`src/spm_pkg.sv`:
```
// Shared constants and types of the serial port register block
package spm_pkg;
  localparam int          ADDR_W      = 9;
  localparam logic [8:0]  OFF_CTRL    = 9'h000;
  localparam logic [8:0]  OFF_MODE    = 9'h004;
  localparam logic [8:0]  OFF_RX      = 9'h008;
  localparam logic [8:0]  OFF_TX      = 9'h00C;
  localparam logic [8:0]  OFF_FLAGS   = 9'h010;
  localparam logic [8:0]  OFF_IEN     = 9'h014;
  localparam logic [8:0]  OFF_IDIS    = 9'h018;
  localparam logic [8:0]  OFF_IMASK   = 9'h01C;
  localparam logic [8:0]  OFF_SEL0    = 9'h030;
  localparam logic [8:0]  OFF_CNT0    = 9'h100;
  localparam logic [8:0]  CNT_STRIDE  = 9'h008;
  localparam logic [8:0]  NCNT_OFS    = 9'h004;
  // Control word bits
  localparam int CTRL_EN = 0;
  localparam int CTRL_DIS = 1;
  localparam int CTRL_SWRST = 7;
  // Mode word fields
  localparam int MODE_MASTER_SELECT = 0;
  localparam int MODE_PS = 1;
  localparam int MODE_DEC = 2;
  localparam int MODE_MODE_FAULT_DISABLE = 4;
  localparam int MODE_LLB = 7;
  localparam int MODE_PCS_LO = 16;
  localparam int MODE_DLY_LO = 24;
  localparam logic [31:0] MODE_RESET = 32'h0000_0000;
  localparam logic [31:0] MODE_MASK  = 32'hFF0F_0097;
  localparam int TX_LAST = 24;
  // Per-select settings fields
  localparam int SEL_CPOL = 0;
  localparam int SEL_HOLD = 3;
  localparam int SEL_BITS_LO = 4;
  localparam int SEL_SCBR_LO = 8;
  localparam logic [31:0] SEL_RESET = 32'h0000_0000;
  localparam logic [4:0]  BITS_BASE = 5'h08;
  localparam logic [4:0]  BITS_MAX  = 5'h10;
  // Flag word bits
  localparam int FLAG_N = 10;
  localparam int FLAG_ENS = 16;
  localparam logic [7:0] MIN_DLY = 8'h06;
  localparam logic [3:0] CS_NONE = 4'hF;
  typedef enum logic [0:0] {ST_IDLE = 1'b0, ST_XFER = 1'b1} spm_state_t;
endpackage

```
`src/spm_shift_if.sv`:
```
// Signals between the register block and its character shifter
interface spm_shift_if;
  logic        start;
  logic        abort;
  logic        master;
  logic        cpol;
  logic        loopback;
  logic [4:0]  bits;
  logic [7:0]  scbr;
  logic [15:0] tx_data;
  logic        miso_s;
  logic        mosi_s;
  logic        spck_s;
  logic        nss_s;
  logic        busy;
  logic        done;
  logic        sclk;
  logic        sdo;
  logic [15:0] rx_data;
  modport ctl (output start, abort, master, cpol, loopback, bits, scbr, tx_data,
               miso_s, mosi_s, spck_s, nss_s, input busy, done, sclk, sdo, rx_data);
  modport eng (input start, abort, master, cpol, loopback, bits, scbr, tx_data,
               miso_s, mosi_s, spck_s, nss_s, output busy, done, sclk, sdo, rx_data);
endinterface

```
`src/spm_regs.sv`:
```
// Serial port mode, data and status registers with chip-select control
//
// Overview of operation
// - Master-select bit chooses master or slave
// - Select from mode field or each write
// - Decoding drives encoded value, fifteen peripherals
// - Decoded selects use settings in groups of four
// - Mode faults ignored while disable bit set
// - Loopback routes output to input as master
// - Plain mode: field maps to one low line
// - Decoded mode: lines equal the field
// - Inter-select delay, at least six cycles
// - Received character right-justified, upper bits zero
// - Master records select lines; slave reads zero
// - Last-transfer bit releases select after character when select comes from each write
// - Receive-full sets on load, clears on read
// - Transmit-empty set on move, zero when disabled
// - Mode-fault flag sets, clears on status read
// - Overrun on second load without read
// - Count-done flags follow counters reaching zero
// - Slave-select rising edge sets sticky flag
// - Idle flag clears on write, sets when drained
// - Enable-state bit shows port enabled
// - Mode fault disables port until re-enabled
//
// Chosen here: the register addresses and the address-and-strobe port.
module spm_regs #(
  parameter int ADDR_W = spm_pkg::ADDR_W
) (
  input  wire logic              clk,
  input  wire logic              resetn,
  input  wire logic [ADDR_W-1:0] addr,
  input  wire logic [31:0]       wdata,
  input  wire logic              wr_en,
  input  wire logic              rd_en,
  output logic [31:0]            rdata,
  output logic                   irq,
  input  wire logic              spck_in,
  output logic                   spck_out,
  output logic                   spck_oe,
  input  wire logic              mosi_in,
  output logic                   mosi_out,
  output logic                   mosi_oe,
  input  wire logic              miso_in,
  output logic                   miso_out,
  output logic                   miso_oe,
  input  wire logic              nss_in,
  output logic [3:0]             cs_n_out,
  output logic                   cs_oe
);
  import spm_pkg::*;

  if (ADDR_W < spm_pkg::ADDR_W) begin : g_chk
    $error("ADDR_W too small for the register map");
  end

  spm_shift_if sh ();
  spm_state_t  st_r;
  logic        enable_r;
  logic [31:0] mode_r;
  logic [31:0] sel_r [4];
  logic [9:0]  imask_r;
  logic [15:0] tx_data_r;
  logic [3:0]  tx_pcs_r;
  logic        tx_last_r;
  logic        tx_full_r;
  logic [15:0] rx_data_r;
  logic [3:0]  rx_pcs_r;
  logic        rx_full_r;
  logic        ovr_r;
  logic        mode_fault_flag_r;
  logic        slave_select_rising_r;
  logic        txidle_r;
  logic [3:0]  cs_r;
  logic [1:0]  cur_grp_r;
  logic        cur_hold_r;
  logic        cur_last_r;
  logic [7:0]  dly_r;
  logic [15:0] cnt_r [2];
  logic [15:0] ncnt_r [2];
  logic [3:0]  s1_r;
  logic [3:0]  s2_r;
  logic        nss_prev_r;
  logic [1:0]  cs0_q_r;
  logic [31:0] rdata_r;
  logic        irq_r;
  logic        spck_oe_r;
  logic        mosi_oe_r;
  logic        miso_oe_r;
  logic        cs_oe_r;

  logic        master_select, ps, dec, mode_fault_disable, local_loopback;
  logic [3:0]  mr_pcs;
  logic [7:0]  dly_val;
  logic        wr_ctrl, wr_tx, rd_rx, rd_flags, soft_rst;
  logic        nss_s, nss_fall, nss_rise;
  logic [3:0]  new_pcs, new_cs;
  logic [1:0]  new_grp;
  logic        go_m, start_m, desel_m, start_s, start_any;
  logic        mode_fault_flag_ev, rx_load, end_desel;
  logic [9:0]  flags;
  logic [1:0]  cnt_ev;
  logic [31:0] sel_cur;

  // Mode word fields
  assign master_select    = mode_r[MODE_MASTER_SELECT];
  assign ps      = mode_r[MODE_PS];
  assign dec     = mode_r[MODE_DEC];
  assign mode_fault_disable = mode_r[MODE_MODE_FAULT_DISABLE];
  assign local_loopback     = mode_r[MODE_LLB];
  assign mr_pcs  = mode_r[MODE_PCS_LO +: 4];
  // Short programmed delays are stretched to the floor value
  assign dly_val = (mode_r[MODE_DLY_LO +: 8] <= MIN_DLY) ? MIN_DLY
                                                        : mode_r[MODE_DLY_LO +: 8];

  // Bus decode
  assign wr_ctrl  = wr_en && addr == OFF_CTRL;
  assign wr_tx    = wr_en && addr == OFF_TX;
  assign rd_rx    = rd_en && addr == OFF_RX;
  assign rd_flags = rd_en && addr == OFF_FLAGS;
  assign soft_rst = wr_ctrl && wdata[CTRL_SWRST];

  // Plain mode yields one low line; decoded mode passes the field through
  function automatic logic [3:0] cs_map(input logic [3:0] p, input logic d);
    if (d) return p;
    else if (!p[0]) return 4'hE;
    else if (!p[1]) return 4'hD;
    else if (!p[2]) return 4'hB;
    else if (!p[3]) return 4'h7;
    else return CS_NONE;
  endfunction

  // Which settings word serves a select value
  function automatic logic [1:0] grp_of(input logic [3:0] p, input logic d);
    if (d) return p[3:2];
    else if (!p[0]) return 2'h0;
    else if (!p[1]) return 2'h1;
    else if (!p[2]) return 2'h2;
    else return 2'h3;
  endfunction

  // Fixed select from the mode word, variable from each data write
  assign new_pcs = ps ? tx_pcs_r : mr_pcs;
  assign new_cs  = cs_map(new_pcs, dec);
  assign new_grp = grp_of(new_pcs, dec);
  // An idle master looks ahead, so a new character starts with its own settings
  assign sel_cur = sel_r[!master_select ? 2'h0 : (st_r == ST_IDLE) ? new_grp : cur_grp_r];

  // Pin synchronisers; only the second stage is read
  always_ff @(posedge clk) begin
    if (!resetn) begin
      s1_r       <= 4'hF;
      s2_r       <= 4'hF;
      nss_prev_r <= 1'b1;
    end else begin
      s1_r       <= {nss_in, spck_in, mosi_in, miso_in};
      s2_r       <= s1_r;
      nss_prev_r <= s2_r[3];
    end
  end
  assign nss_s    = s2_r[3];
  assign nss_fall = nss_prev_r && !nss_s;
  assign nss_rise = !nss_prev_r && nss_s;

  // A fault is only an outside driver while our own line 0 sits released
  assign mode_fault_flag_ev = enable_r && master_select && !mode_fault_disable && !nss_s
                   && cs_r[0] && (&cs0_q_r);

  // Start and release decisions
  assign go_m      = enable_r && master_select && st_r == ST_IDLE && tx_full_r && !sh.busy;
  assign desel_m   = go_m && cs_r != CS_NONE && cs_r != new_cs;
  assign start_m   = go_m && (cs_r == new_cs || (cs_r == CS_NONE && dly_r == 8'h00));
  assign start_s   = enable_r && !master_select && st_r == ST_IDLE && nss_fall && !sh.busy;
  assign start_any = start_m || start_s;
  assign rx_load   = st_r == ST_XFER && sh.done;
  assign end_desel = master_select && (cur_last_r || (!cur_hold_r && !tx_full_r));

  // Shifter hookup; slave sends back the last received character when nothing new waits
  assign sh.start    = start_any;
  assign sh.abort    = mode_fault_flag_ev || soft_rst;
  assign sh.master   = master_select;
  assign sh.cpol     = sel_cur[SEL_CPOL];
  assign sh.loopback = local_loopback && master_select;
  assign sh.bits     = (sel_cur[SEL_BITS_LO +: 4] > 4'h8) ? BITS_MAX
                       : BITS_BASE + {1'b0, sel_cur[SEL_BITS_LO +: 4]};
  assign sh.scbr     = sel_cur[SEL_SCBR_LO +: 8];
  assign sh.tx_data  = (master_select || tx_full_r) ? tx_data_r : rx_data_r;
  assign sh.miso_s   = s2_r[0];
  assign sh.mosi_s   = s2_r[1];
  assign sh.spck_s   = s2_r[2];
  assign sh.nss_s    = nss_s;

  spm_shifter u_shifter (
    .clk    (clk),
    .resetn (resetn),
    .sh     (sh.eng)
  );

  // Transfer sequencing
  always_ff @(posedge clk) begin
    if (!resetn || soft_rst) begin
      st_r       <= ST_IDLE;
      cur_grp_r  <= 2'h0;
      cur_hold_r <= 1'b0;
      cur_last_r <= 1'b0;
    end else if (mode_fault_flag_ev || (st_r == ST_XFER && !master_select && nss_rise)) begin
      st_r <= ST_IDLE;
    end else if (start_any) begin
      st_r       <= ST_XFER;
      cur_grp_r  <= new_grp;
      cur_hold_r <= sel_r[new_grp][SEL_HOLD];
      cur_last_r <= ps && tx_last_r;
    end else if (rx_load) begin
      st_r <= ST_IDLE;
    end
  end

  // Select lines and the gap between two different selects
  always_ff @(posedge clk) begin
    if (!resetn || soft_rst) begin
      cs_r    <= CS_NONE;
      dly_r   <= 8'h00;
      cs0_q_r <= 2'h3;
    end else begin
      cs0_q_r <= {cs0_q_r[0], cs_r[0]};
      if (mode_fault_flag_ev || desel_m || (rx_load && end_desel)) begin
        cs_r  <= CS_NONE;
        dly_r <= dly_val;
      end else begin
        if (start_m) begin
          cs_r <= new_cs;
        end
        if (dly_r != 8'h00) begin
          dly_r <= dly_r - 8'h01;
        end
      end
    end
  end

  // Enable state; disable wins over enable, a fault drops it
  always_ff @(posedge clk) begin
    if (!resetn || soft_rst) begin
      enable_r <= 1'b0;
    end else if (mode_fault_flag_ev) begin
      enable_r <= 1'b0;
    end else if (wr_ctrl && wdata[CTRL_DIS]) begin
      enable_r <= 1'b0;
    end else if (wr_ctrl && wdata[CTRL_EN]) begin
      enable_r <= 1'b1;
    end
  end

  // Software-written configuration
  always_ff @(posedge clk) begin
    if (!resetn || soft_rst) begin
      mode_r  <= MODE_RESET;
      imask_r <= 10'h000;
      for (int i = 0; i < 4; i++) begin
        sel_r[i] <= SEL_RESET;
      end
    end else if (wr_en) begin
      if (addr == OFF_MODE) begin
        mode_r <= wdata & MODE_MASK;
      end
      if (addr == OFF_IEN) begin
        imask_r <= imask_r | wdata[FLAG_N-1:0];
      end
      if (addr == OFF_IDIS) begin
        imask_r <= imask_r & ~wdata[FLAG_N-1:0];
      end
      for (int i = 0; i < 4; i++) begin
        if (addr == ADDR_W'(OFF_SEL0 + 9'(i * 4))) begin
          sel_r[i] <= wdata;
        end
      end
    end
  end

  // Transmit holding register; the character and select arrive together
  always_ff @(posedge clk) begin
    if (!resetn || soft_rst) begin
      tx_data_r <= 16'h0000;
      tx_pcs_r  <= CS_NONE;
      tx_last_r <= 1'b0;
      tx_full_r <= 1'b0;
    end else if (wr_tx) begin
      tx_data_r <= wdata[15:0];
      tx_pcs_r  <= wdata[MODE_PCS_LO +: 4];
      tx_last_r <= wdata[TX_LAST];
      tx_full_r <= 1'b1;
    end else if (start_any || !enable_r) begin
      tx_full_r <= 1'b0;
    end
  end

  // Receive register: masked character and the select lines seen at the end
  always_ff @(posedge clk) begin
    if (!resetn || soft_rst) begin
      rx_data_r <= 16'h0000;
      rx_pcs_r  <= 4'h0;
    end else if (rx_load) begin
      rx_data_r <= sh.rx_data & 16'((17'h0_0001 << sh.bits) - 17'h0_0001);
      rx_pcs_r  <= master_select ? cs_r : 4'h0;
    end
  end

  // Sticky flags; a set in the clearing cycle wins
  always_ff @(posedge clk) begin
    if (!resetn || soft_rst) begin
      rx_full_r <= 1'b0;
      ovr_r     <= 1'b0;
      mode_fault_flag_r    <= 1'b0;
      slave_select_rising_r    <= 1'b0;
    end else begin
      if (rx_load) begin
        rx_full_r <= 1'b1;
      end else if (rd_rx) begin
        rx_full_r <= 1'b0;
      end
      if (rx_load && rx_full_r && !rd_rx) begin
        ovr_r <= 1'b1;
      end else if (rd_flags) begin
        ovr_r <= 1'b0;
      end
      if (mode_fault_flag_ev) begin
        mode_fault_flag_r <= 1'b1;
      end else if (rd_flags) begin
        mode_fault_flag_r <= 1'b0;
      end
      if (nss_rise) begin
        slave_select_rising_r <= 1'b1;
      end else if (rd_flags) begin
        slave_select_rising_r <= 1'b0;
      end
    end
  end

  // Idle once enabled and holding register, shifter and gap are done; clear out of reset
  always_ff @(posedge clk) begin
    if (!resetn || soft_rst) begin
      txidle_r <= 1'b0;
    end else if (wr_tx) begin
      txidle_r <= 1'b0;
    end else if (enable_r && st_r == ST_IDLE && !tx_full_r && !sh.busy && dly_r == 8'h00) begin
      txidle_r <= 1'b1;
    end
  end

  // Receive and transmit character counters with their next counts
  assign cnt_ev = {start_m || start_s, rx_load};
  for (genvar g = 0; g < 2; g++) begin : g_cnt
    always_ff @(posedge clk) begin
      if (!resetn) begin
        cnt_r[g]  <= 16'h0000;
        ncnt_r[g] <= 16'h0000;
      end else if (wr_en && addr == ADDR_W'(OFF_CNT0 + 9'(g) * CNT_STRIDE)) begin
        cnt_r[g] <= wdata[15:0];
      end else if (wr_en && addr == ADDR_W'(OFF_CNT0 + 9'(g) * CNT_STRIDE + NCNT_OFS)) begin
        ncnt_r[g] <= wdata[15:0];
      end else if (cnt_r[g] == 16'h0000 && ncnt_r[g] != 16'h0000) begin
        cnt_r[g]  <= ncnt_r[g];
        ncnt_r[g] <= 16'h0000;
      end else if (cnt_ev[g] && cnt_r[g] != 16'h0000) begin
        cnt_r[g] <= cnt_r[g] - 16'h0001;
      end
    end
  end

  // Flag word as software sees it
  assign flags = {txidle_r, slave_select_rising_r,
                  cnt_r[1] == 16'h0000 && ncnt_r[1] == 16'h0000,
                  cnt_r[0] == 16'h0000 && ncnt_r[0] == 16'h0000,
                  cnt_r[1] == 16'h0000, cnt_r[0] == 16'h0000,
                  ovr_r, mode_fault_flag_r, enable_r && !tx_full_r, rx_full_r};

  // Read data one cycle after the strobe; unmapped reads give zero
  always_ff @(posedge clk) begin
    if (!resetn) begin
      rdata_r <= 32'h0000_0000;
    end else if (rd_en) begin
      case (addr)
        OFF_MODE:  rdata_r <= mode_r;
        OFF_RX:    rdata_r <= {12'h000, rx_pcs_r, rx_data_r};
        OFF_FLAGS: rdata_r <= 32'(flags) | (32'(enable_r) << FLAG_ENS);
        OFF_IMASK: rdata_r <= 32'(imask_r);
        default:   rdata_r <= 32'h0000_0000;
      endcase
      for (int i = 0; i < 4; i++) begin
        if (addr == ADDR_W'(OFF_SEL0 + 9'(i * 4))) begin
          rdata_r <= sel_r[i];
        end
      end
      for (int i = 0; i < 4; i++) begin
        if (addr == ADDR_W'(OFF_CNT0 + 9'(i) * NCNT_OFS)) begin
          rdata_r <= {16'h0000, i[0] ? ncnt_r[i/2] : cnt_r[i/2]};
        end
      end
    end
  end

  // Interrupt line and pin enables; a disabled port leaves every pin an input
  always_ff @(posedge clk) begin
    if (!resetn) begin
      irq_r     <= 1'b0;
      spck_oe_r <= 1'b0;
      mosi_oe_r <= 1'b0;
      miso_oe_r <= 1'b0;
      cs_oe_r   <= 1'b0;
    end else begin
      irq_r     <= |(flags & imask_r);
      spck_oe_r <= enable_r && master_select;
      mosi_oe_r <= enable_r && master_select;
      cs_oe_r   <= enable_r && master_select;
      miso_oe_r <= enable_r && !master_select && !nss_s;
    end
  end

  assign rdata    = rdata_r;
  assign irq      = irq_r;
  assign spck_out = sh.sclk;
  assign spck_oe  = spck_oe_r;
  assign mosi_out = sh.sdo;
  assign mosi_oe  = mosi_oe_r;
  assign miso_out = sh.sdo;
  assign miso_oe  = miso_oe_r;
  assign cs_n_out = cs_r;
  assign cs_oe    = cs_oe_r;
endmodule // spm_regs

```
`src/spm_shifter.sv`:
```
// Character shifter: makes the serial clock as master, follows it as slave
module spm_shifter (
  input wire logic clk,
  input wire logic resetn,
  spm_shift_if.eng sh
);
  import spm_pkg::*;

  logic        busy_r;
  logic        done_r;
  logic        sclk_r;
  logic        sdo_r;
  logic        samp_r;
  logic        prev_r;
  logic [4:0]  cnt_r;
  logic [7:0]  div_r;
  logic [15:0] shreg_r;
  logic [7:0]  half;
  logic        tick;
  logic        lead;
  logic        trail;
  logic        sdi;

  // Master half period; one cycle floor keeps a zero baud field alive
  assign half  = (sh.scbr > 8'h01) ? {1'b0, sh.scbr[7:1]} : 8'h01;
  assign tick  = sh.master && (div_r == 8'h01);
  // Capture on the leading edge, change on the trailing one
  assign lead  = sh.master ? (tick && sclk_r == sh.cpol)
                           : (sh.spck_s != prev_r && sh.spck_s != sh.cpol);
  assign trail = sh.master ? (tick && sclk_r != sh.cpol)
                           : (sh.spck_s != prev_r && sh.spck_s == sh.cpol);
  assign sdi   = sh.master ? (sh.loopback ? sdo_r : sh.miso_s) : sh.mosi_s;

  // Shift sequence, most significant bit first
  always_ff @(posedge clk) begin
    if (!resetn) begin
      busy_r  <= 1'b0;
      done_r  <= 1'b0;
      sclk_r  <= 1'b0;
      sdo_r   <= 1'b0;
      samp_r  <= 1'b0;
      prev_r  <= 1'b0;
      cnt_r   <= 5'h00;
      div_r   <= 8'h01;
      shreg_r <= 16'h0000;
    end else begin
      done_r <= 1'b0;
      prev_r <= sh.spck_s;
      if (sh.abort) begin
        busy_r <= 1'b0;
        sclk_r <= sh.cpol;
      end else if (sh.start && !busy_r) begin
        busy_r  <= 1'b1;
        shreg_r <= sh.tx_data;
        cnt_r   <= sh.bits;
        div_r   <= half;
        sclk_r  <= sh.cpol;
        sdo_r   <= sh.tx_data[4'(sh.bits - 5'h01)];
      end else if (busy_r) begin
        if (!sh.master && sh.nss_s) begin
          busy_r <= 1'b0;
        end else begin
          if (sh.master) begin
            div_r <= tick ? half : div_r - 8'h01;
            if (tick) begin
              sclk_r <= ~sclk_r;
            end
          end
          if (lead) begin
            samp_r <= sdi;
          end
          if (trail) begin
            shreg_r <= {shreg_r[14:0], samp_r};
            sdo_r   <= shreg_r[4'(sh.bits - 5'h02)];
            cnt_r   <= cnt_r - 5'h01;
            if (cnt_r == 5'h01) begin
              busy_r <= 1'b0;
              done_r <= 1'b1;
            end
          end
        end
      end else begin
        sclk_r <= sh.cpol;
      end
    end
  end

  assign sh.busy    = busy_r;
  assign sh.done    = done_r;
  assign sh.sclk    = sclk_r;
  assign sh.sdo     = sdo_r;
  assign sh.rx_data = shreg_r;
endmodule // spm_shifter

```
`config.mk`:
```
export PLATFORM = sky130hd
export DESIGN_NAME = spm_regs
export DESIGN_NICKNAME = d
export VERILOG_FILES = /design/src/spm_pkg.sv /design/src/spm_shift_if.sv /design/src/spm_regs.sv /design/src/spm_shifter.sv
export SDC_FILE = /design/constraint.sdc
export NUM_CORES = 1
export LEC_CHECK = 0
export BUFFER_PORTS_ARGS = -buffer_cell sky130_fd_sc_hd__clkbuf_2
export CAP_MARGIN = 20
export CORE_MARGIN = 10
export CORE_UTILIZATION = 55
export CTS_BUF_LIST = sky130_fd_sc_hd__clkbuf_16
export DETAILED_ROUTE_END_ITERATION = 10
export PLACE_DENSITY = 0.76
export SLEW_MARGIN = 40
export SYNTH_ARGS = -nofsm -noshare
export SYNTH_HDL_FRONTEND = slang
export SYNTH_SLANG_ARGS = --single-unit
```
`constraint.sdc`:
```
create_clock -name clk -period 3.4 [get_ports clk]
set_input_delay 0 -clock clk [delete_from_list [all_inputs] [get_ports clk]]
set_output_delay 0 -clock clk [all_outputs]
set_load 0.005 [all_outputs]
```
# After elaboration in Yosys (flattened, before gate mapping)
# Memory sizes are Yosys's and may differ from the RTL's. A register that Yosys moved wholly into a read port is not among the register bits.
# Index checks and enable logic that the tools add are counted.
[word_totals]
regBits = 172
ram_bits = 192
inputBits = 49
out_inout_bits = 44
memories = 3
[classes]
n_addsub = 9
order_cmp = 5
eq_ne = 30
n_shift = 1
mux = 146
bitwise_logic = 29
n_reduce_logical = 115
[memory_table]
columns = ["name", "depth", "word_bits", "read_ports", "rd_clocked_by_memory_dff", "write_ports", "line", "source"]
rows = [
  ["sel_r", 4, 32, 6, 1, 4, "spm_regs.sv:61", "logic [31:0] sel_r [4];"],
  ["cnt_r", 2, 16, 2, 0, 2, "spm_regs.sv:79", "logic [15:0] cnt_r [2];"],
  ["ncnt_r", 2, 16, 2, 0, 2, "spm_regs.sv:80", "logic [15:0] ncnt_r [2];"],
]
[ops]
columns = ["cell", "n"]
rows = [
  ["$mux W32", 12],
  ["$mux W16", 15],
  ["$pmux W32 S4", 1],
  ["$mux W1", 88],
  ["$logic_not A16 Y1", 4],
  ["$mux W8", 8],
  ["$reduce_bool A16 Y1", 4],
  ["$logic_and A1 B1 Y1", 58],
  ["$sub A16 B1 Y16 const B", 3],
  ["$eq A9 B5 Y1 const B", 4],
  ["$eq A9 B6 Y1 const B", 4],
  ["$eq A9 B9 Y1 const B", 4],
  ["$mux W4", 7],
  ["$mux W5", 5],
  ["$reduce_bool A2 Y1", 11],
  ["$and A10 B10 Y10", 2],
  ["$mux W10", 2],
  ["$eq A9 B4 Y1 const B", 2],
  ["$or A10 B17 Y17", 1],
  ["$and A16 B16 Y16", 1],
  ["$ne A4 B4 Y1 const B", 4],
  ["$shl A1 B5 Y16 const A", 1],
  ["$sub A8 B1 Y8 const B", 2],
  ["$or A1 B1 Y1", 14],
  ["other kinds (36)", 78],
]

# Logic depth before layout (Yosys ltp)
# Gate-level depths: netlist of the first run.
[logic_depth]
word_depth = 18
depth_mapped = 16
depth_no_buf = 13

# Cells and area by module
# From an unflattened synthesis of the first run, not the netlist that was laid out.
[unflattened]
cells_unflattened = 1879
hier_area_um2 = 18491.5
[modules_own_cells]
columns = ["mod", "n_inst", "cells_per_inst", "area_per_inst_um2", "seq_area_each_um2"]
rows = [
  ["spm_regs", 1, 1605, 16221.8, 8528.2],
  ["spm_shifter", 1, 274, 2269.7, 700.7],
]

# Worst setup path after synthesis of the first run
# Ideal clock, no wire load.
[synth_path]
path_kind = "input -> register"
from = "input port addr[2]"
to = "memory sel_r[3][0], enable pin"
t_arrival_ps = 3203
required_ps = 2934
setup_slack_ps = -270
cell_stages = 4
path_cell_list = "clkbuf_1 > buf_1 > nand4_1 > o21ai_0"
[synth_lines]
columns = ["item", "line", "source"]
rows = [
  ["from (decl)", "spm_regs.sv:32", "input wire logic [ADDR_W-1:0] addr,"],
  ["to (decl)", "spm_regs.sv:61", ""],
]

# Final worst setup path of the first run
[layout_path]
from = "register mode_r[1]"
to = "register u_shifter.sdo_r, in the netlist u_shifter.sh.sdo"
[layout_between]
elab_chain_len = 17
word_cells_on_any_way = 40
[layout_lines]
columns = ["item", "line", "source"]
rows = [
  ["from (decl)", "spm_regs.sv:60", "logic [31:0] mode_r;"],
  ["from (signal assigned)", "spm_regs.sv:263", "mode_r <= wdata & MODE_MASK;"],
  ["$mux W4 *", "spm_regs.sv:143", "assign new_pcs = ps ? tx_pcs_r : mr_pcs;"],
  ["$mux W1", "spm_regs.sv:138", "else if (!p[2]) return 2'h2;"],
  ["$mux W2", "spm_regs.sv:137", "else if (!p[1]) return 2'h1;"],
  ["$mux W2", "spm_regs.sv:136", "else if (!p[0]) return 2'h0;"],
  ["$mux W2", "spm_regs.sv:135", "if (d) return p[3:2];"],
  ["$mux W2 (2 in a row)", "spm_regs.sv:147", "assign sel_cur = sel_r[!master_select ? 2'h0 : (st_r == ST_IDLE) ? new_grp : cur_grp_r];"],
  ["$mem_v2 Z4 W32", "n/a", ""],
  ["$add A4 B4 Y5 or $gt A4 B4 Y1 (tied branches)", "spm_regs.sv:185, spm_regs.sv:184", ""],
  ["$mux W5", "spm_regs.sv:184", "assign sh.bits = (sel_cur[SEL_BITS_LO +: 4] > 4'h8) ? BITS_MAX"],
  ["$sub A4 B2 Y4", "spm_shifter.sv:74", "sdo_r <= shreg_r[4'(sh.bits - 5'h02)];"],
  ["$bmux W1 S4", "spm_shifter.sv:74", ""],
  ["$mux W1 (not written as such)", "spm_shifter.sv:74", ""],
  ["$mux W1", "spm_shifter.sv:72", "if (trail) begin"],
  ["$mux W1", "spm_shifter.sv:60", "if (!sh.master && sh.nss_s) begin"],
  ["$mux W1", "spm_shifter.sv:59", "end else if (busy_r) begin"],
  ["$mux W1", "spm_shifter.sv:52", "end else if (sh.start && !busy_r) begin"],
  ["to (signal assigned)", "spm_shifter.sv:58", "sdo_r <= sh.tx_data[4'(sh.bits - 5'h01)];"],
  ["to (signal assigned)", "spm_shifter.sv:74", ""],
  ["to (decl)", "spm_shifter.sv:12", "logic sdo_r;"],
]
# Every way passes the cells marked *; elsewhere a longest branch is shown, timed or not. The select of a mux whose other input is x is not followed.
# A chain may end at the register's enable or synchronous reset.

==> results.sh, run 1 <==
export IMPL_status="finished, final reports clean"
export IMPL_cp_cell_sequence="buf_4 > nand2b_1 > o32ai_4 > o31ai_4 > mux2i_1 > o22ai_2 > inv_1 > ha_1 > inv_1 > and3_1 > o21ai_2 > mux2_2 > a2bb2oi_1 > a41o_1"
export IMPL_gp_congestion=1.034
export IMPL_period_share_pct=98.22
export IMPL_port_buffers=92
export IMPL_core_mm2=0.03353
export IMPL_grt_use_total_pct=29.05
export IMPL_p_int_w=0.007451
export IMPL_viasPerCell=6.478
export IMPL_synth_top_family_by_area="simple AND/OR/NAND/NOR gates"
export IMPL_path_common_cell="inv_1"
export IMPL_yosys_area_top_type="edfxtp_1"
export IMPL_seqPwrFrac_pct=49.4
export IMPL_synth_cells=1922
export IMPL_cp_required_ns=3.82
export IMPL_crit_slowest_cell="mux2i_1"
export IMPL_dieHeight_um=204.5
export IMPL_areaGrowthSynthToFinish_pct=15.22
export IMPL_cts_setup_buffers=0
export IMPL_synthAdderAreaFrac_pct=1.002
export IMPL_power_density_mw_per_mm2=462.5
export IMPL_yosys_cell_types_count=104
export IMPL_ys_seq_area_share_pct=49.29
export IMPL_irDropWorstVdd_v=0.0004586
export IMPL_ant_nets=0
export IMPL_drc_errors=0
export IMPL_final_core_util_pct=64.33
export IMPL_final_common_cell="nand2_1"
export IMPL_power_switching_w=0.002525
export IMPL_min_period_ns=3.340
export IMPL_final_cell_mix="nand2_1 (253), edfxtp_1 (192), dfxtp_1 (173)"
export IMPL_critPathArrivalTime_ns=3.76
export IMPL_initial_utilization_pct=55.83
export IMPL_p_sw_share_pct=25.31
export IMPL_power_leakage_nw=8.140
export IMPL_drive_gt1_share_pct=15.31
export IMPL_synth_xor_area_share_pct=1.731
export IMPL_cts_tree="built"
export IMPL_clk_latency_ns=0.56
export IMPL_first_iter_violations=2058
export IMPL_worst_slew_pin_slew_ns=0.8597
export IMPL_yosys_top_cells_area="edfxtp_1 (31%), dfxtp_1 (18%), and2_1 (5.5%)"
export IMPL_clkPwrFrac_pct=41.4
export IMPL_layout_setup_ws_ns=0.06037
export IMPL_synthesis_area_mm2=0.01872
export IMPL_cts_root_buf="clkbuf_16"
export IMPL_cap_viol_max_count=0
export IMPL_setup_viol=0
export IMPL_setup_tns_ns=0
export IMPL_via_count=16402
export IMPL_rsz0062_at_grt="true"
export IMPL_synth_simple_area_share_pct=20.64
export IMPL_die_width_um=204.5
export IMPL_finClkSkew_ns=0.03476
export IMPL_cpLargestDelayFamily="compound AO/OA/AOI/OAI gates"
export IMPL_synth_seq_cells=365
export IMPL_grt_max_degree=60
export IMPL_io_pin_count=93
export IMPL_pwr_share_comb_pct=9.2
export IMPL_post_place_ws_ns=0.05705
export IMPL_drt_first_pass_iters=7
export IMPL_grt_pass1_wl_um=94450
export IMPL_n_antenna_cell=0
export IMPL_grt_pass1_vias=15873
export IMPL_num_rows=67
export IMPL_clk_path_buf_depth=3
export IMPL_hold_viol=0
export IMPL_wirelength_um=62190
export IMPL_ys_flop_type="edfxtp_1"
export IMPL_synth_compound_area_share_pct=18.12
export IMPL_syn_avg_cell_area_um2=9.741
export IMPL_synth_edf_count=192
export IMPL_dieArea_mm2=0.04182
export IMPL_dp_hpwl_um=43310
export IMPL_path_buf_inv=3
export IMPL_final_max_slew_viol_count=0
export IMPL_synthArstFlopShare_pct=0
export IMPL_clock_sinks=365
export IMPL_synthMuxAreaShare_pct=5.320
export IMPL_worstSetupPathType="flip-flop to flip-flop"
export IMPL_yosysWarningCount=0
export IMPL_clkSlewWorstSetupHoldPaths_ns=0.06
export IMPL_hold_path_class="primary input to flip-flop"
export IMPL_max_stage_delay_ns=0.44
export IMPL_max_freq_mhz=299.4
export IMPL_grt_antenna_before_repair=0
export IMPL_critical_path_peak_fanout=8
export IMPL_cts_made_buffers=41
export IMPL_gr_total_overflow=0
export IMPL_slew_headroom_pct=42.68
export IMPL_nNetsFinal=2115
export IMPL_synth_top_area_share_pct=30.80
export IMPL_routedWlPerCell_um=24.56
export IMPL_startpoint_type="flip-flop"
export IMPL_end_kind="flip-flop"
export IMPL_htreeDepth=2
[sequential cells by signal, summed over array words and instances, names as in the netlist, 5 cells and up, named ones only]
signal                flops
cnt_r                    32
dly_r                     8
mode_r                   17
ncnt_r                   32
rdata                    32
rx_data_r                16
sel_r                   128
tx_data_r                16
u_shifter.cnt_r           5
u_shifter.div_r           8
u_shifter.sh.rx_data     16
[tightest hold or removal path, cell delays in order]
cell	delay (ns)
clkbuf_2	0.09
buf_4	0.32
nand2b_1	0.14
[timing repair]
| action | 4_1_cts | 5_1_grt |
|---|---|---|
| resized for setup | 0 | 6 |
| endpoints found under the hold margin | 131 | 0 |
| hold buffers | 36 | 0 |
| endpoints found under the setup margin | 0 | 21 |
[per-layer routing]
layer / part of all wire [%] / global-route usage, % / wire, um
met2: 45 / 45.02 / 27750
met3: 11 / 5.023 / 6811
met5: 0 / 0 / 0
met4: 5.5 / 15.13 / 3395
met1: 39 / 38.42 / 24230
[synth_stat cells (all sizes together) (27+ instances only)]
cell type	number
a211oi	34
a21oi	154
a221oi	27
a22oi	34
and2	166
buf	37
clkbuf	95
dfxtp	173
edfxtp	192
mux2i	81
nand2	255
nand2b	32
nand3	44
nor2	130
nor3	37
o21ai	67
[cells by family (layout without fill, tap and decap cells)]
logic type                 Yosys count  after routing
AOI/OAI and AO/OA                  479            479
xor gates and xnor gates            37             37
adders and majority gates           15             15
buffers and inverters              160            321
DFF                                365            365
muxes                               95             95
other                                1              2
and+or+nand+nor                    770            770
[power groups by stage]
stage	clock (W)	sequential, W	combinational [W]
floorplan	0	0.00497	0.000548
global placement	0	0.00500	0.000827
detailed placement	0	0.00501	0.000859
CTS	0.00416	0.00492	0.000898
global route	0.00432	0.00494	0.000993
finish	0.00413	0.00493	0.000917
[worst paths after layout]
check	start	end	slack, ns	depth (start not counted)
hold / removal	resetn	s1_r[2]$_SDFF_PN1_	0.05	3
hold reg to reg	s1_r[1]$_SDFF_PN1_	s2_r[1]$_SDFF_PN1_	0.40	1
setup reg to reg	mode_r[1]$_SDFFE_PP0P_	u_shifter.sh.sdo$_SDFFE_PN0P_	0.06	14
setup / recovery	mode_r[1]$_SDFFE_PP0P_	u_shifter.sh.sdo$_SDFFE_PN0P_	0.06	14
[layout make-up]
class / count / area [um^2]
inverter: 28 / 105.1
timing repair buffer: 217 / 1549
clock inverter: 35 / 215.2
multi-input combinational: 1398 / 8886
fill: 2729 / 11960
clock buffer: 41 / 1026
tap: 448 / 560.5
sequential: 365 / 9229
[through the flow]
stage,cell area (um^2),hold WS (ns),total power (W),cells
2_1_floorplan,18730,0.1015,0.005519,1923
3_3_place_gp,19870,0.1820,0.005832,2417
3_5_place_dp,19940,0.1828,0.005870,2420
4_1_cts,21540,0.0005619,0.009971,2532
5_1_grt,21570,0.03283,0.01025,2532
6_report,21570,0.04953,0.009976,2532
Note: power is estimated with default switching activity, not from simulation.
==> run 2: changes to the inputs <==
==> constraint.sdc (replaced) <==
create_clock -name clk -period 3.4 [get_ports clk]
set_input_delay 0.17 -clock clk [delete_from_list [all_inputs] [get_ports clk]]
set_output_delay 0.17 -clock clk [all_outputs]
set_load 0.005 [all_outputs]
==> results.sh, run 2 (synthesis gave the netlist of run 1 again) <==
export IMPL_areaGrowthSynthToFinish_pct=16.00
export IMPL_viasPerCell=6.478
export IMPL_hold_viol=0
export IMPL_clkPwrFrac_pct=44.5
export IMPL_routedWlPerCell_um=24.30
export IMPL_grt_pass1_wl_um=93660
export IMPL_n_antenna_cell=0
export IMPL_cts_tree="built"
export IMPL_min_to="s2_r[0]$_SDFF_PN1_"
export IMPL_final_cell_mix="nand2_1 (254), edfxtp_1 (192), dfxtp_1 (173)"
export IMPL_die_width_um=204.5
export IMPL_reg2reg_depth=15
export IMPL_layout_setup_ws_ns=0.06943
export IMPL_reg2reg_to="u_shifter.sh.sdo$_SDFFE_PN0P_"
export IMPL_holdCritStartpoint="resetn"
export IMPL_cts_root_buf="clkbuf_16"
export IMPL_p_sw_share_pct=24.55
export IMPL_worst_slew_pin_slew_ns=0.8584
export IMPL_gp_congestion=1.004
export IMPL_max_freq_mhz=300.2
export IMPL_seq_area_mm2=0.009229
export IMPL_clk_latency_ns=0.56
export IMPL_dp_hpwl_um=43380
export IMPL_power_density_mw_per_mm2=482.8
export IMPL_grt_max_degree=52
export IMPL_period_share_pct=97.96
export IMPL_grt_antenna_before_repair=0
export IMPL_irDropWorstVdd_v=0.0004103
export IMPL_multi_input_area_mm2=0.008894
export IMPL_critical_path_peak_fanout=8
export IMPL_clock_sinks=365
export IMPL_cts_made_buffers=42
export IMPL_drive_gt1_share_pct=15.74
export IMPL_cap_viol_max_count=0
export IMPL_slew_headroom_pct=42.63
export IMPL_setup_viol=0
export IMPL_dieHeight_um=204.5
export IMPL_seqPwrFrac_pct=46.9
export IMPL_clk_path_buf_depth=3
export IMPL_largest_reg_flops=128
export IMPL_fillers=2709
export IMPL_end_kind="flip-flop"
export IMPL_startpoint_type="flip-flop"
export IMPL_ant_nets=0
export IMPL_dieArea_mm2=0.04182
export IMPL_min_period_ns=3.331
export IMPL_wirelength_um=61360
export IMPL_nNetsFinal=2107
export IMPL_critPathArrivalTime_ns=3.78
export IMPL_rr_startpoint="mode_r[1]$_SDFFE_PP0P_"
export IMPL_max_stage_delay_ns=0.36
export IMPL_grt_use_total_pct=28.71
export IMPL_num_rows=67
export IMPL_p_int_w=0.007911
export IMPL_power_leakage_nw=8.238
export IMPL_gr_total_overflow=0
export IMPL_power_switching_w=0.002575
export IMPL_final_max_slew_viol_count=0
export IMPL_port_buffers=92
export IMPL_htreeDepth=2
export IMPL_grt_pass1_vias=15822
export IMPL_top_register="sel_r"
export IMPL_pwr_share_comb_pct=8.6
export IMPL_cp_required_ns=3.85
export IMPL_via_count=16356
export IMPL_holdPathStages=2
export IMPL_clkSlewWorstSetupHoldPaths_ns=0.06
export IMPL_final_common_cell="nand2_1"
export IMPL_crit_slowest_cell="dfxtp_1"
export IMPL_status="finished, final reports clean"
export IMPL_core_mm2=0.03353
export IMPL_hold_path_class="primary input to flip-flop"
export IMPL_rsz0062_at_grt="true"
export IMPL_first_iter_violations=2216
export IMPL_finClkSkew_ns=0.02076
export IMPL_io_pin_count=93
export IMPL_setup_tns_ns=0
export IMPL_initial_utilization_pct=55.83
export IMPL_drt_first_pass_iters=9
export IMPL_cp_cell_sequence="buf_4 > nand2b_1 > o32ai_4 > o31ai_4 > mux2i_1 > o22ai_4 > inv_1 > buf_4 > ha_1 > inv_1 > and3_1 > o21ai_2 > mux2_2 > a2bb2oi_1 > a41o_1"
export IMPL_holdWs_ns=0.03860
export IMPL_worstSetupPathType="flip-flop to flip-flop"
export IMPL_regToRegSetupSlack_ns=0.07
export IMPL_post_place_ws_ns=-0.07872
export IMPL_drc_errors=0
## run 2: changes by cell type in the layout (fill, tap and decap cells not counted), sizes merged, moves of 3 or more
| cell | before | now |
|---|---|---|
| bufinv | 1 | 5 |
| dlygate4sd3 | 36 | 20 |
| inv | 39 | 44 |
| clkinv | 21 | 13 |
| clkbuf | 133 | 136 |
| buf | 89 | 96 |
## run 2: area by class of cell
cell class / instances / share of cell area (%)
clock buffers: 44 / 5.070
clock inverters: 34 / 1.515
inverters: 28 / 0.4840
multi-input cells: 1398 / 40.95
flip-flops and latches: 365 / 42.50
well taps: 448 / 2.581
repair buffers: 208 / 6.902
## run 2: worst max-delay path by stage
stage | from | end | slack (ns) | cells after the start
global placement | mode_r[2]$_SDFFE_PP0P_ | u_shifter.sh.sdo$_SDFFE_PN0P_ | 0.03 | 14
detailed placement | mode_r[2]$_SDFFE_PP0P_ | u_shifter.sh.sdo$_SDFFE_PN0P_ | -0.08 | 14
floorplan | mode_r[1]$_SDFFE_PP0P_ | u_shifter.sh.sdo$_SDFFE_PN0P_ | 0.07 | 14
CTS | mode_r[1]$_SDFFE_PP0P_ | u_shifter.sh.sdo$_SDFFE_PN0P_ | 0.008 | 15
global route | mode_r[1]$_SDFFE_PP0P_ | u_shifter.sh.sdo$_SDFFE_PN0P_ | -0.12 | 15
finish | mode_r[1]$_SDFFE_PP0P_ | u_shifter.sh.sdo$_SDFFE_PN0P_ | 0.07 | 15
## run 2: worst max-delay path: cells and delay by family (launching register included)
family | cells | cell delay (ns)
DFF | 1 | 0.36
AOI/OAI and AO/OA | 6 | 1.17
muxes | 2 | 0.70
buffers and inverters | 4 | 0.52
adders and majority gates | 1 | 0.17
and+or+nand+nor | 2 | 0.31
## run 2: timing repair
action                                 in CTS  in global routing
buffers inserted                            0                  1
hold buffers                               20                  0
setup endpoints to repair                   1                 21
pin swaps                                   1                  2
resized for setup                           2                  6
endpoints found under the hold margin      63                  0
## run 2: routing by layer
metal	GRT usage (%)	part of all wire [%]
met1	37.07	39
met2	46.18	46
met3	5.907	11
met4	11.98	4.3
met5	0	0
## run 2: per-stage QoR
step / total power, W / util [%] / std cells / instance area (um^2)
2_1_floorplan: 0.005519 / - / 1923 / 18730
3_3_place_gp: 0.005821 / 59.49 / 2422 / 19950
3_5_place_dp: 0.005868 / 59.75 / 2426 / 20040
4_1_cts: 0.01049 / 64.66 / 2524 / 21680
5_1_grt: 0.01080 / 64.76 / 2525 / 21720
6_report: 0.01049 / 64.76 / 2525 / 21720
## run 2: power groups by stage
| stage | Clock [W] | Sequential, W | Combinational, W |
|---|---|---|---|
| 2_1_floorplan | 0 | 0.00497 | 0.000548 |
| 6_report | 0.00466 | 0.00492 | 0.000899 |
| 3_5_place_dp | 0 | 0.00501 | 0.000858 |
| 3_3_place_gp | 0 | 0.00500 | 0.000817 |
| 5_1_grt | 0.00488 | 0.00494 | 0.000982 |
| 4_1_cts | 0.00469 | 0.00492 | 0.000883 |
